### src/pkg/phy_regs_pkg.sv
// Constants and carrier types for the PHY status and auto-negotiation registers
package phy_regs_pkg;

  // Register indexes as selected by the MAC side
  localparam logic [4:0] IDX_STATUS  = 5'h01;
  localparam logic [4:0] IDX_IDENT_H = 5'h02;
  localparam logic [4:0] IDX_IDENT_L = 5'h03;
  localparam logic [4:0] IDX_ADV     = 5'h04;
  localparam logic [4:0] IDX_PARTNER = 5'h05;

  // Basic status field positions
  localparam int ST_ABIL_HI = 15;
  localparam int ST_ABIL_LO = 11;
  localparam int ST_AN_DONE = 5;
  localparam int ST_RFAULT  = 4;
  localparam int ST_AN_ABLE = 3;
  localparam int ST_LINK    = 2;
  localparam int ST_JABBER  = 1;
  localparam int ST_EXTCAP  = 0;

  // No T4, then 100 full, 100 half, 10 full, 10 half
  localparam logic [4:0] ST_ABILITY = 5'h0f;

  // Advertisement and partner field positions
  localparam int AN_NEXT_PAGE = 15;
  localparam int AN_ACK       = 14;
  localparam int AN_RFAULT    = 13;
  localparam int AN_PAUSE_SYM = 10;
  localparam int AN_PAUSE_ASY = 11;

  // Reset values
  localparam logic [15:0] ADV_RESET = 16'h01e1;
  localparam logic [15:0] LP_RESET  = 16'h0001;
  // Writable advertisement bits: 13, 11:10, 8:5 and the selector
  localparam logic [15:0] ADV_WMASK = 16'h2dff;
  // Partner bits taken from a received base page (15 and 12 stay 0)
  localparam logic [15:0] LP_TAKE   = 16'h2fff;

  // One management access from the MAC side
  typedef struct packed {
    logic        rd;
    logic        wr;
    logic [4:0]  index;
    logic [15:0] wdata;
  } mgmt_req_type;

  // Live conditions from the auto-negotiation engine and receive logic
  typedef struct packed {
    logic        an_complete;
    logic        remote_fault;
    logic        link_up;
    logic        jabber;
    logic        page_rx;
    logic [15:0] page_word;
  } phy_event_type;

endpackage : phy_regs_pkg

### src/rtl/phy_status_autoneg_regs.sv
// PHY basic status, identifier and auto-negotiation registers at indexes 1 to 5
`timescale 1ns/1ps

module phy_status_autoneg_regs
  import phy_regs_pkg::*;
#(
  parameter logic [15:0] IDENT_HIGH_RST = 16'h5a5a, // Arbitrary value
  parameter logic [5:0]  IDENT_OUI_RST  = 6'h15,    // Arbitrary value
  parameter logic [5:0]  MODEL_RST      = 6'h0a,    // Arbitrary value
  parameter logic [3:0]  REVISION_RST   = 4'h1      // Arbitrary value
)
(
  input  wire logic                       SYS_CLK,
  input  wire logic                       SYS_RST,
  input  wire phy_regs_pkg::mgmt_req_type  MGMT_REQ,
  input  wire phy_regs_pkg::phy_event_type PHY_EVT,
  output logic [15:0]                     REG_RDATA,
  output logic                            REG_RVALID,
  output logic [15:0]                     ADV_WORD,
  output logic                            PAUSE_SYM_EN,
  output logic                            PAUSE_ASYM_EN
);

  // Whole state of the block
  typedef struct packed {
    logic [15:0] rdata;
    logic        rvalid;
    logic        rf_latch;
    logic        link_latch;
    logic        jab_latch;
    logic [15:0] ident_high;
    logic [15:0] ident_low;
    logic [15:0] adv;
    logic [15:0] lp;
    logic        pause_sym;
    logic        pause_asym;
  } state_type;

  localparam logic [15:0] IDENT_LOW_RST =
    {IDENT_OUI_RST, MODEL_RST, REVISION_RST};

  state_type st_r;
  state_type st_nxt;
  logic [15:0] status_word;
  logic        rd_status;

  // Status word as seen by a read this cycle
  always_comb
  begin
    status_word = 16'h0000;
    status_word[ST_ABIL_HI:ST_ABIL_LO] = ST_ABILITY;
    status_word[ST_AN_DONE] = PHY_EVT.an_complete;
    status_word[ST_RFAULT]  = st_r.rf_latch;
    status_word[ST_AN_ABLE] = 1'b1;
    status_word[ST_LINK]    = st_r.link_latch;
    status_word[ST_JABBER]  = st_r.jab_latch;
    status_word[ST_EXTCAP]  = 1'b1;
  end

  assign rd_status = MGMT_REQ.rd && (MGMT_REQ.index == IDX_STATUS);

  // Next-state logic for the whole register set
  always_comb
  begin
    st_nxt = st_r;
    st_nxt.rvalid = MGMT_REQ.rd;

    // Indexed read; unmapped indexes and reserved bits return zero
    unique case (MGMT_REQ.index)
      IDX_STATUS:  st_nxt.rdata = status_word;
      IDX_IDENT_H: st_nxt.rdata = st_r.ident_high;
      IDX_IDENT_L: st_nxt.rdata = st_r.ident_low;
      IDX_ADV:     st_nxt.rdata = st_r.adv;
      IDX_PARTNER: st_nxt.rdata = st_r.lp;
      default:     st_nxt.rdata = 16'h0000;
    endcase
    if (!MGMT_REQ.rd)
    begin
      st_nxt.rdata = st_r.rdata;
    end

    // Latches: a read lets each flag fall back to the live condition.
    // An event in the read cycle is the live value, so it is never lost.
    if (rd_status)
    begin
      st_nxt.rf_latch   = PHY_EVT.remote_fault;
      st_nxt.jab_latch  = PHY_EVT.jabber;
      st_nxt.link_latch = PHY_EVT.link_up;
    end
    else
    begin
      st_nxt.rf_latch   = st_r.rf_latch | PHY_EVT.remote_fault;
      st_nxt.jab_latch  = st_r.jab_latch | PHY_EVT.jabber;
      st_nxt.link_latch = st_r.link_latch & PHY_EVT.link_up;
    end

    // Writes; status and partner registers are read-only
    if (MGMT_REQ.wr)
    begin
      unique case (MGMT_REQ.index)
        IDX_IDENT_H: st_nxt.ident_high = MGMT_REQ.wdata;
        IDX_IDENT_L: st_nxt.ident_low  = MGMT_REQ.wdata;
        IDX_ADV:
        begin
          // Only the writable fields take the new value
          st_nxt.adv = (MGMT_REQ.wdata & ADV_WMASK)
                     | (st_r.adv & ~ADV_WMASK);
        end
        default: st_nxt.adv = st_r.adv;
      endcase
    end

    // Base page from the partner loads the ability fields
    if (PHY_EVT.page_rx)
    begin
      st_nxt.lp = PHY_EVT.page_word & LP_TAKE;
      st_nxt.lp[AN_ACK] = 1'b1;
      st_nxt.lp[AN_NEXT_PAGE] = 1'b0;
    end

    // Pause resolution; symmetric takes precedence so both never hold
    if (PHY_EVT.an_complete)
    begin
      st_nxt.pause_sym  = st_r.adv[AN_PAUSE_SYM]
                        & st_r.lp[AN_PAUSE_SYM];
      st_nxt.pause_asym = !st_nxt.pause_sym
                        & st_r.adv[AN_PAUSE_ASY]
                        & st_r.lp[AN_PAUSE_ASY];
    end
    else
    begin
      st_nxt.pause_sym  = 1'b0;
      st_nxt.pause_asym = 1'b0;
    end
  end

  // State register with hardware reset to the documented defaults
  always_ff @(posedge SYS_CLK or posedge SYS_RST)
  begin
    if (SYS_RST)
    begin
      st_r            <= '0;
      st_r.ident_high <= IDENT_HIGH_RST;
      st_r.ident_low  <= IDENT_LOW_RST;
      st_r.adv        <= ADV_RESET;
      st_r.lp         <= LP_RESET;
    end
    else
    begin
      st_r <= st_nxt;
    end
  end

  // Outputs come straight from the state flops
  assign REG_RDATA     = st_r.rdata;
  assign REG_RVALID    = st_r.rvalid;
  assign ADV_WORD      = st_r.adv;
  assign PAUSE_SYM_EN  = st_r.pause_sym;
  assign PAUSE_ASYM_EN = st_r.pause_asym;
endmodule : phy_status_autoneg_regs

### config.mk
export PLATFORM = sky130hd
export DESIGN_NAME = phy_status_autoneg_regs
export DESIGN_NICKNAME = d
export VERILOG_FILES = /design/src/pkg/phy_regs_pkg.sv /design/src/rtl/phy_status_autoneg_regs.sv
export SDC_FILE = /design/constraint.sdc
export NUM_CORES = 1
export LEC_CHECK = 0
export BUFFER_PORTS_ARGS = -buffer_cell sky130_fd_sc_hd__buf_2
export CAP_MARGIN = 5
export CORE_MARGIN = 10
export CORE_UTILIZATION = 55
export DETAILED_ROUTE_END_ITERATION = 10
export GPL_TIMING_DRIVEN = 0
export HOLD_SLACK_MARGIN = 0.12
export PLACE_DENSITY = 0.8
export SLEW_MARGIN = 10
export SYNTH_ARGS = -nofsm -noshare
export SYNTH_HDL_FRONTEND = slang
export SYNTH_SLANG_ARGS = --single-unit
### constraint.sdc
create_clock -name SYS_CLK -period 3.4 [get_ports SYS_CLK]
set_input_delay 0.51 -clock SYS_CLK [delete_from_list [all_inputs] [get_ports SYS_CLK]]
set_output_delay 0.51 -clock SYS_CLK [all_outputs]
set_load 0.1 [all_outputs]
==> results of run 1 <==
==> worst register-to-register path: cells and delay by family, from the launching register on <==
family	cells	cell delay (ps)
flops	1	530
compound gates	1	140
simple gates	2	760
==> logic make-up (layout without fill, tap and decap cells) <==
| kind of cell | after synthesis | after routing | synth area share, % |
|---|---|---|---|
| muxes | 77 | 77 | 22.85 |
| DFF | 80 | 80 | 52.14 |
| other | 1 | 4 | 0.09646 |
| and+or+nand+nor | 39 | 39 | 7.016 |
| buffers and inverters | 59 | 148 | 9.431 |
| AOI/OAI and AO/OA | 48 | 48 | 8.465 |
==> state kept, by name, indices dropped and copies added, names as in the netlist <==
name / flops
PAUSE_ASYM_EN: 1
PAUSE_SYM_EN: 1
REG_RVALID: 1
ADV_WORD: 12
st_r: 49
REG_RDATA: 16
==> path summary, 6_finish.rpt <==
| path | depth (start not counted) | end | slack (ps) |
|---|---|---|---|
| worst min register to register | 1 | st_r[68]$_DFF_PP0_ | 480 |
| min in group SYS_CLK | 2 | st_r[68]$_DFF_PP0_ | 320 |
| worst min-delay path | 2 | ADV_WORD[1]$_DFFE_PP0P_ | 160 |
| worst max-delay path | 5 | st_r[55]$_DFFE_PP0P_ | 870 |
| worst max register to register | 3 | REG_RDATA[12]$_DFFE_PP0P_ | 1880 |
| max in group asynchronous | 3 | st_r[64]$_DFFE_PP1P_ | 2610 |
==> final cells by class <==
cell class | instances | area (um2) | share of cell area (%)
plain buffers | 49 | 329.1 | 7.118
clock buffers | 13 | 148.9 | 3.221
clock inverters | 3 | 65.06 | 1.407
inverters | 10 | 40.04 | 0.8660
multi-input cells | 168 | 1505 | 32.56
flip-flops and latches | 80 | 2027 | 43.84
well taps | 96 | 120.1 | 2.598
repair buffers | 73 | 387.9 | 8.390
==> placed cells by master, fill, tap and decap left out, types with 2 or more instances in the layout <==
cell type and n:
a21o_1 6, a21oi_1 10, a221o_1 2, a31oi_1 4, a41oi_1 2, and3_1 4
and3b_1 6, buf_1 2, buf_2 74, buf_4 32, buf_6 3, bufinv_16 2
clkbuf_1 13, clkbuf_8 10, conb_1 4, dfrtp_1 60, dfstp_2 20, inv_1 9
mux2_2 54, mux2_4 10, mux2i_1 13, nand2_1 3, nand3_1 3, nand4_1 2
nor2_1 3, nor2b_1 7, o211ai_1 4, o21ai_0 2, o22a_1 4, o22ai_1 9
or4b_2 2
==> routing by layer <==
| metal | global-route usage (%) | part of all wire (%) | vias to the layer above | wire (um) |
|---|---|---|---|---|
| li1 | - | - | 1226 | - |
| met1 | 21.13 | 43 | 1335 | 3975 |
| met3 | 3.965 | 5.5 | 13 | 506 |
| met5 | 0 | 0 | - | 0 |
| met4 | 7.952 | 1.7 | 0 | 154 |
| met2 | 28.56 | 49 | 88 | 4527 |
==> stage by stage <==
step	total power, W	std cells	instance area (um2)	setup slack [ps]
final	0.002613	492	4623	867.5
after global placement	0.001841	475	4379	38.52
after global routing	0.002723	492	4623	777.1
after floorplan	0.001730	307	3899	871.4
after CTS	0.002624	492	4623	911.1
after detailed placement	0.001868	476	4409	554.7
==> power by group through the flow <==
stage / clock network (W) / logic [W] / registers (W)
2_1_floorplan: 0 / 0.000540 / 0.00119
3_3_place_gp: 0 / 0.000648 / 0.00119
3_5_place_dp: 0 / 0.000668 / 0.00120
4_1_cts: 0.000771 / 0.000671 / 0.00118
5_1_grt: 0.000818 / 0.000705 / 0.00120
6_report: 0.000763 / 0.000665 / 0.00118
==> results.json, run 1 <==
{
  "status": "finished, final reports clean",
  "seqPwrFrac_pct": 45.3,
  "slowest_stage": "nor4b_2",
  "grt_max_degree": 47,
  "die-area_mm2": 0.01083,
  "cts_num_sinks": 80,
  "drt_iter0_drc": 90,
  "relSlewSlack_pct": 35.57,
  "startpoint": "MGMT_REQ[18]",
  "share_comb_of_total_power_pct": 25.5,
  "die_w_um": 104.1,
  "slew_viol_final": 0,
  "cp-end-kind": "flip-flop",
  "worstReg2RegStart": "st_r[46]$_DFFE_PP1P_",
  "core_mm2": 0.006832,
  "nets": 437,
  "wire_per_inst_um": 18.63,
  "routed_wl_mm": 9.164,
  "path_class": "in2reg",
  "fillers": 531,
  "start_util_pct": 56.90,
  "netlist.area_leader.share_pct": 38.62,
  "clockBufferDepth": 2,
  "gp_congestion": 0.7841,
  "tns_ps": 0,
  "crit_arrival_ps": 2770,
  "cpPeakStageDelay_ps": 840,
  "drc": 0,
  "tightest_slew_ps": 964.0,
  "antenna_found_initial": 0,
  "max_freq_mhz": 394.9,
  "ys.flop_type": "dfrtp_1",
  "maxCapViolCount": 0,
  "h-tree-depth": 3,
  "vdd_drop_max_v": 0.0003364,
  "die_h_um": 104.1,
  "p_leak_nw": 2.247,
  "vias_per_cell": 5.411,
  "clk_pin_slew_worst_paths_ps": 70,
  "synth.most_common_cell": "dfrtp_1",
  "hold-worst-slack_ps": 164.6,
  "synthCells": 304,
  "dpl.hpwl_mm": 6.618,
  "clkLatencyLatePin_ps": 360,
  "synth_warnings": 0,
  "yosysTopAreaCell": "dfrtp_1",
  "syn_area_mm2": 0.003887,
  "synth_area_leaders": "dfrtp_1 39%, mux2_2 16%, dfstp_2 14%, buf_4 6.2%, mux2_4 3.9%",
  "synth-edff-count": 0,
  "hold_path_class": "in2async",
  "critPathMaxFanout": 10,
  "drive_gt1_share_pct": 54.04,
  "fin_crit_ps": 2533,
  "drt_first_pass_iters": 4,
  "final_util_pct": 67.67,
  "crit_chain": "buf_2, nor4b_2, nand3b_1, clkbuf_1, mux2_2",
  "numCtsBuffers": 9,
  "grt_use_total_pct": 17.37,
  "postCtsSetupRepairBufs": 0,
  "switching_share_pct": 31.84,
  "skew_ps": 10.57,
  "cp_num_buf_inv": 2,
  "synth-async-reset-ratio_pct": 100.0,
  "cts_tree": "built",
  "synth_cell_types": 43,
  "syn_avg_cell_area_um2": 12.79,
  "num_antenna_cells": 0,
  "crit_family": "simple AND/OR/NAND/NOR gates",
  "hold_viol_final": 0,
  "holdBufCountCts": 0,
  "powerDensity_mw_per_mm2": 565.2,
  "io_buffers": 72,
  "io_pins": 81,
  "grt_overflow": 0,
  "finalSetupViolCount": 0,
  "ys_ff_latch": 80,
  "cts_resized": 0,
  "rsz0062_at_grt": "no",
  "num_vias": 2662,
  "worst_ep_required_time_ps": 3640,
  "ys_seq_area_share_pct": 52.14,
  "area_growth_pct": 18.92,
  "grt_first_pass_wirelength_mm": 15.13,
  "synth_common_cells": "60 x dfrtp_1, 54 x mux2_2, 32 x buf_4, 20 x dfstp_2, 13 x mux2i_1",
  "root_buffer": "clkbuf_8",
  "period_share_pct": 74.49,
  "p_sw_w": 0.0008320,
  "antenna_left": 0,
  "power_frac_clock_pct": 29.2,
  "num_rows": 30,
  "cp-start-kind": "primary input",
  "grt_pass1_vias": 2880,
  "p_int_w": 0.001781
}
Note: power is estimated with default switching activity, not from simulation.
==> inputs of run 2 (changes only) <==
- clock period: 3.4 -> 2.5 ns (I/O delays scaled with it)
==> results.json, run 2 (synthesis results as in run 1) <==
{
  "die-area_mm2": 0.01083,
  "seqPwrFrac_pct": 45.3,
  "cp-start-kind": "primary input",
  "worstReg2RegStart": "st_r[46]$_DFFE_PP1P_",
  "final_cell_mix": "74 x buf_2, 60 x dfrtp_1, 54 x mux2_2",
  "skew_ps": 11.32,
  "root_buffer": "clkbuf_8",
  "hold_path_class": "in2reg",
  "clk_pin_slew_worst_paths_ps": 80,
  "grt_first_pass_wirelength_mm": 15.13,
  "grt_pass1_vias": 2880,
  "grt_use_total_pct": 17.37,
  "drive_gt1_share_pct": 53.90,
  "switching_share_pct": 31.81,
  "start_util_pct": 56.90,
  "p_int_w": 0.002423,
  "core_mm2": 0.006832,
  "largest_reg_flops": 49,
  "cts_tree": "built",
  "period_share_pct": 95.82,
  "max_freq_mhz": 417.5,
  "wire_per_inst_um": 18.52,
  "num_antenna_cells": 0,
  "clockBufferDepth": 2,
  "slowest_stage": "nor4b_2",
  "final_common_cell": "buf_2",
  "io_buffers": 72,
  "vias_per_cell": 5.381,
  "critPathMaxFanout": 10,
  "gp_congestion": 0.7841,
  "p_total_w": 0.003553,
  "clkLatencyLatePin_ps": 360,
  "timing.rr.end": "REG_RDATA[12]$_DFFE_PP0P_",
  "num_rows": 30,
  "tightest_slew_ps": 939.3,
  "fin_crit_ps": 2395,
  "hp-start": "PHY_EVT[19]",
  "cp_num_buf_inv": 2,
  "die_w_um": 104.1,
  "cts_num_sinks": 80,
  "powerDensity_mw_per_mm2": 766.9,
  "drt_first_pass_iters": 5,
  "placedCellCount": 476,
  "grt_max_degree": 47,
  "rr_worst_depth": 3,
  "routed_wl_mm": 9.132,
  "power_frac_clock_pct": 29.2,
  "grt_overflow": 0,
  "startpoint": "MGMT_REQ[18]",
  "cts_resized": 0,
  "dpl.hpwl_mm": 6.618,
  "largest_register": "st_r",
  "rsz0062_at_grt": "no",
  "finalSetupViolCount": 0,
  "cpPeakStageDelay_ps": 830,
  "relSlewSlack_pct": 37.22,
  "vdd_drop_max_v": 0.0004575,
  "die_h_um": 104.1,
  "path_class": "in2reg",
  "drc": 0,
  "status": "finished, final reports clean",
  "numCtsBuffers": 9,
  "slew_viol_final": 0,
  "crit_cells": 5,
  "antenna_left": 0,
  "stdcell_count": 493,
  "worst_ep_required_time_ps": 2750,
  "crit_family": "simple AND/OR/NAND/NOR gates",
  "crit_arrival_ps": 2640,
  "crit_chain": "buf_2, nor4b_2, nand3b_1, clkbuf_1, mux2_2",
  "postCtsSetupRepairBufs": 0,
  "num_vias": 2653,
  "area_growth_pct": 19.18,
  "h-tree-depth": 3,
  "drt_iter0_drc": 93,
  "crit_path_end": "st_r[50]$_DFFE_PP0P_",
  "io_pins": 81,
  "p_sw_w": 0.001130,
  "nets": 438,
  "share_comb_of_total_power_pct": 25.5,
  "antenna_found_initial": 0,
  "r2r_slack_ps": 980,
  "hold_viol_final": 0,
  "p_leak_nw": 2.251,
  "final_util_pct": 67.82,
  "maxCapViolCount": 0,
  "cp-end-kind": "flip-flop",
  "hold-worst-slack_ps": 189.8
}
run 2: changes by cell type in the layout (fill, tap and decap cells not counted), sizes merged:
cell / before / now
dlygate4sd3: 0 / 1
run 2: how the worst min path moves through the flow:
stage	endpoint	slack, ps	depth (start not counted)
after floorplan	REG_RVALID$_DFF_PP0_	410	0
after global placement	st_r[16]$_DFFE_PP0P_	440	1
after detailed placement	ADV_WORD[1]$_DFFE_PP0P_	420	2
after CTS	st_r[68]$_DFF_PP0_	190	2
after global routing	st_r[68]$_DFF_PP0_	190	2
final	st_r[68]$_DFF_PP0_	190	2
run 2: repair_timing:
action / CTS / global route
hold buffers: 1 / 0
setup endpoints to repair: 0 / 0
hold endpoints to repair: 25 / 0
run 2: cell type report:
type	count	area (um2)
Fill cell	530	2198
Sequential cell	80	2027
Multi-Input combinational cell	168	1505
Timing Repair Buffer	74	397.9
Buffer	49	329.1
Clock buffer	13	148.9
Tap cell	96	120.1
Clock inverter	3	65.06
Inverter	10	40.04
run 2: metrics by stage:
stage	area [um2]	setup slack, ps	setup TNS (ps)
floorplan	3899	106.4	0
global placement	4379	-726.5	-45450
detailed placement	4409	-210.3	-2836
CTS	4633	146.1	0
global route	4633	12.07	0
finish	4633	104.5	0
run 2: routing by layer:
metal	vias up	share of wire (%)	track usage, %
met4	0	1.6	7.952
met2	94	49	28.56
met5	-	0	0
met3	14	6.7	3.965
li1	1229	-	-
met1	1316	43	21.13
run 2: power groups by stage:
stage | registers, W | logic (W) | clock network [W]
after floorplan | 0.00162 | 0.000735 | 0
after global placement | 0.00162 | 0.000881 | 0
after detailed placement | 0.00163 | 0.000908 | 0
after CTS | 0.00161 | 0.000914 | 0.00105
after global routing | 0.00163 | 0.000960 | 0.00111
final | 0.00161 | 0.000906 | 0.00104
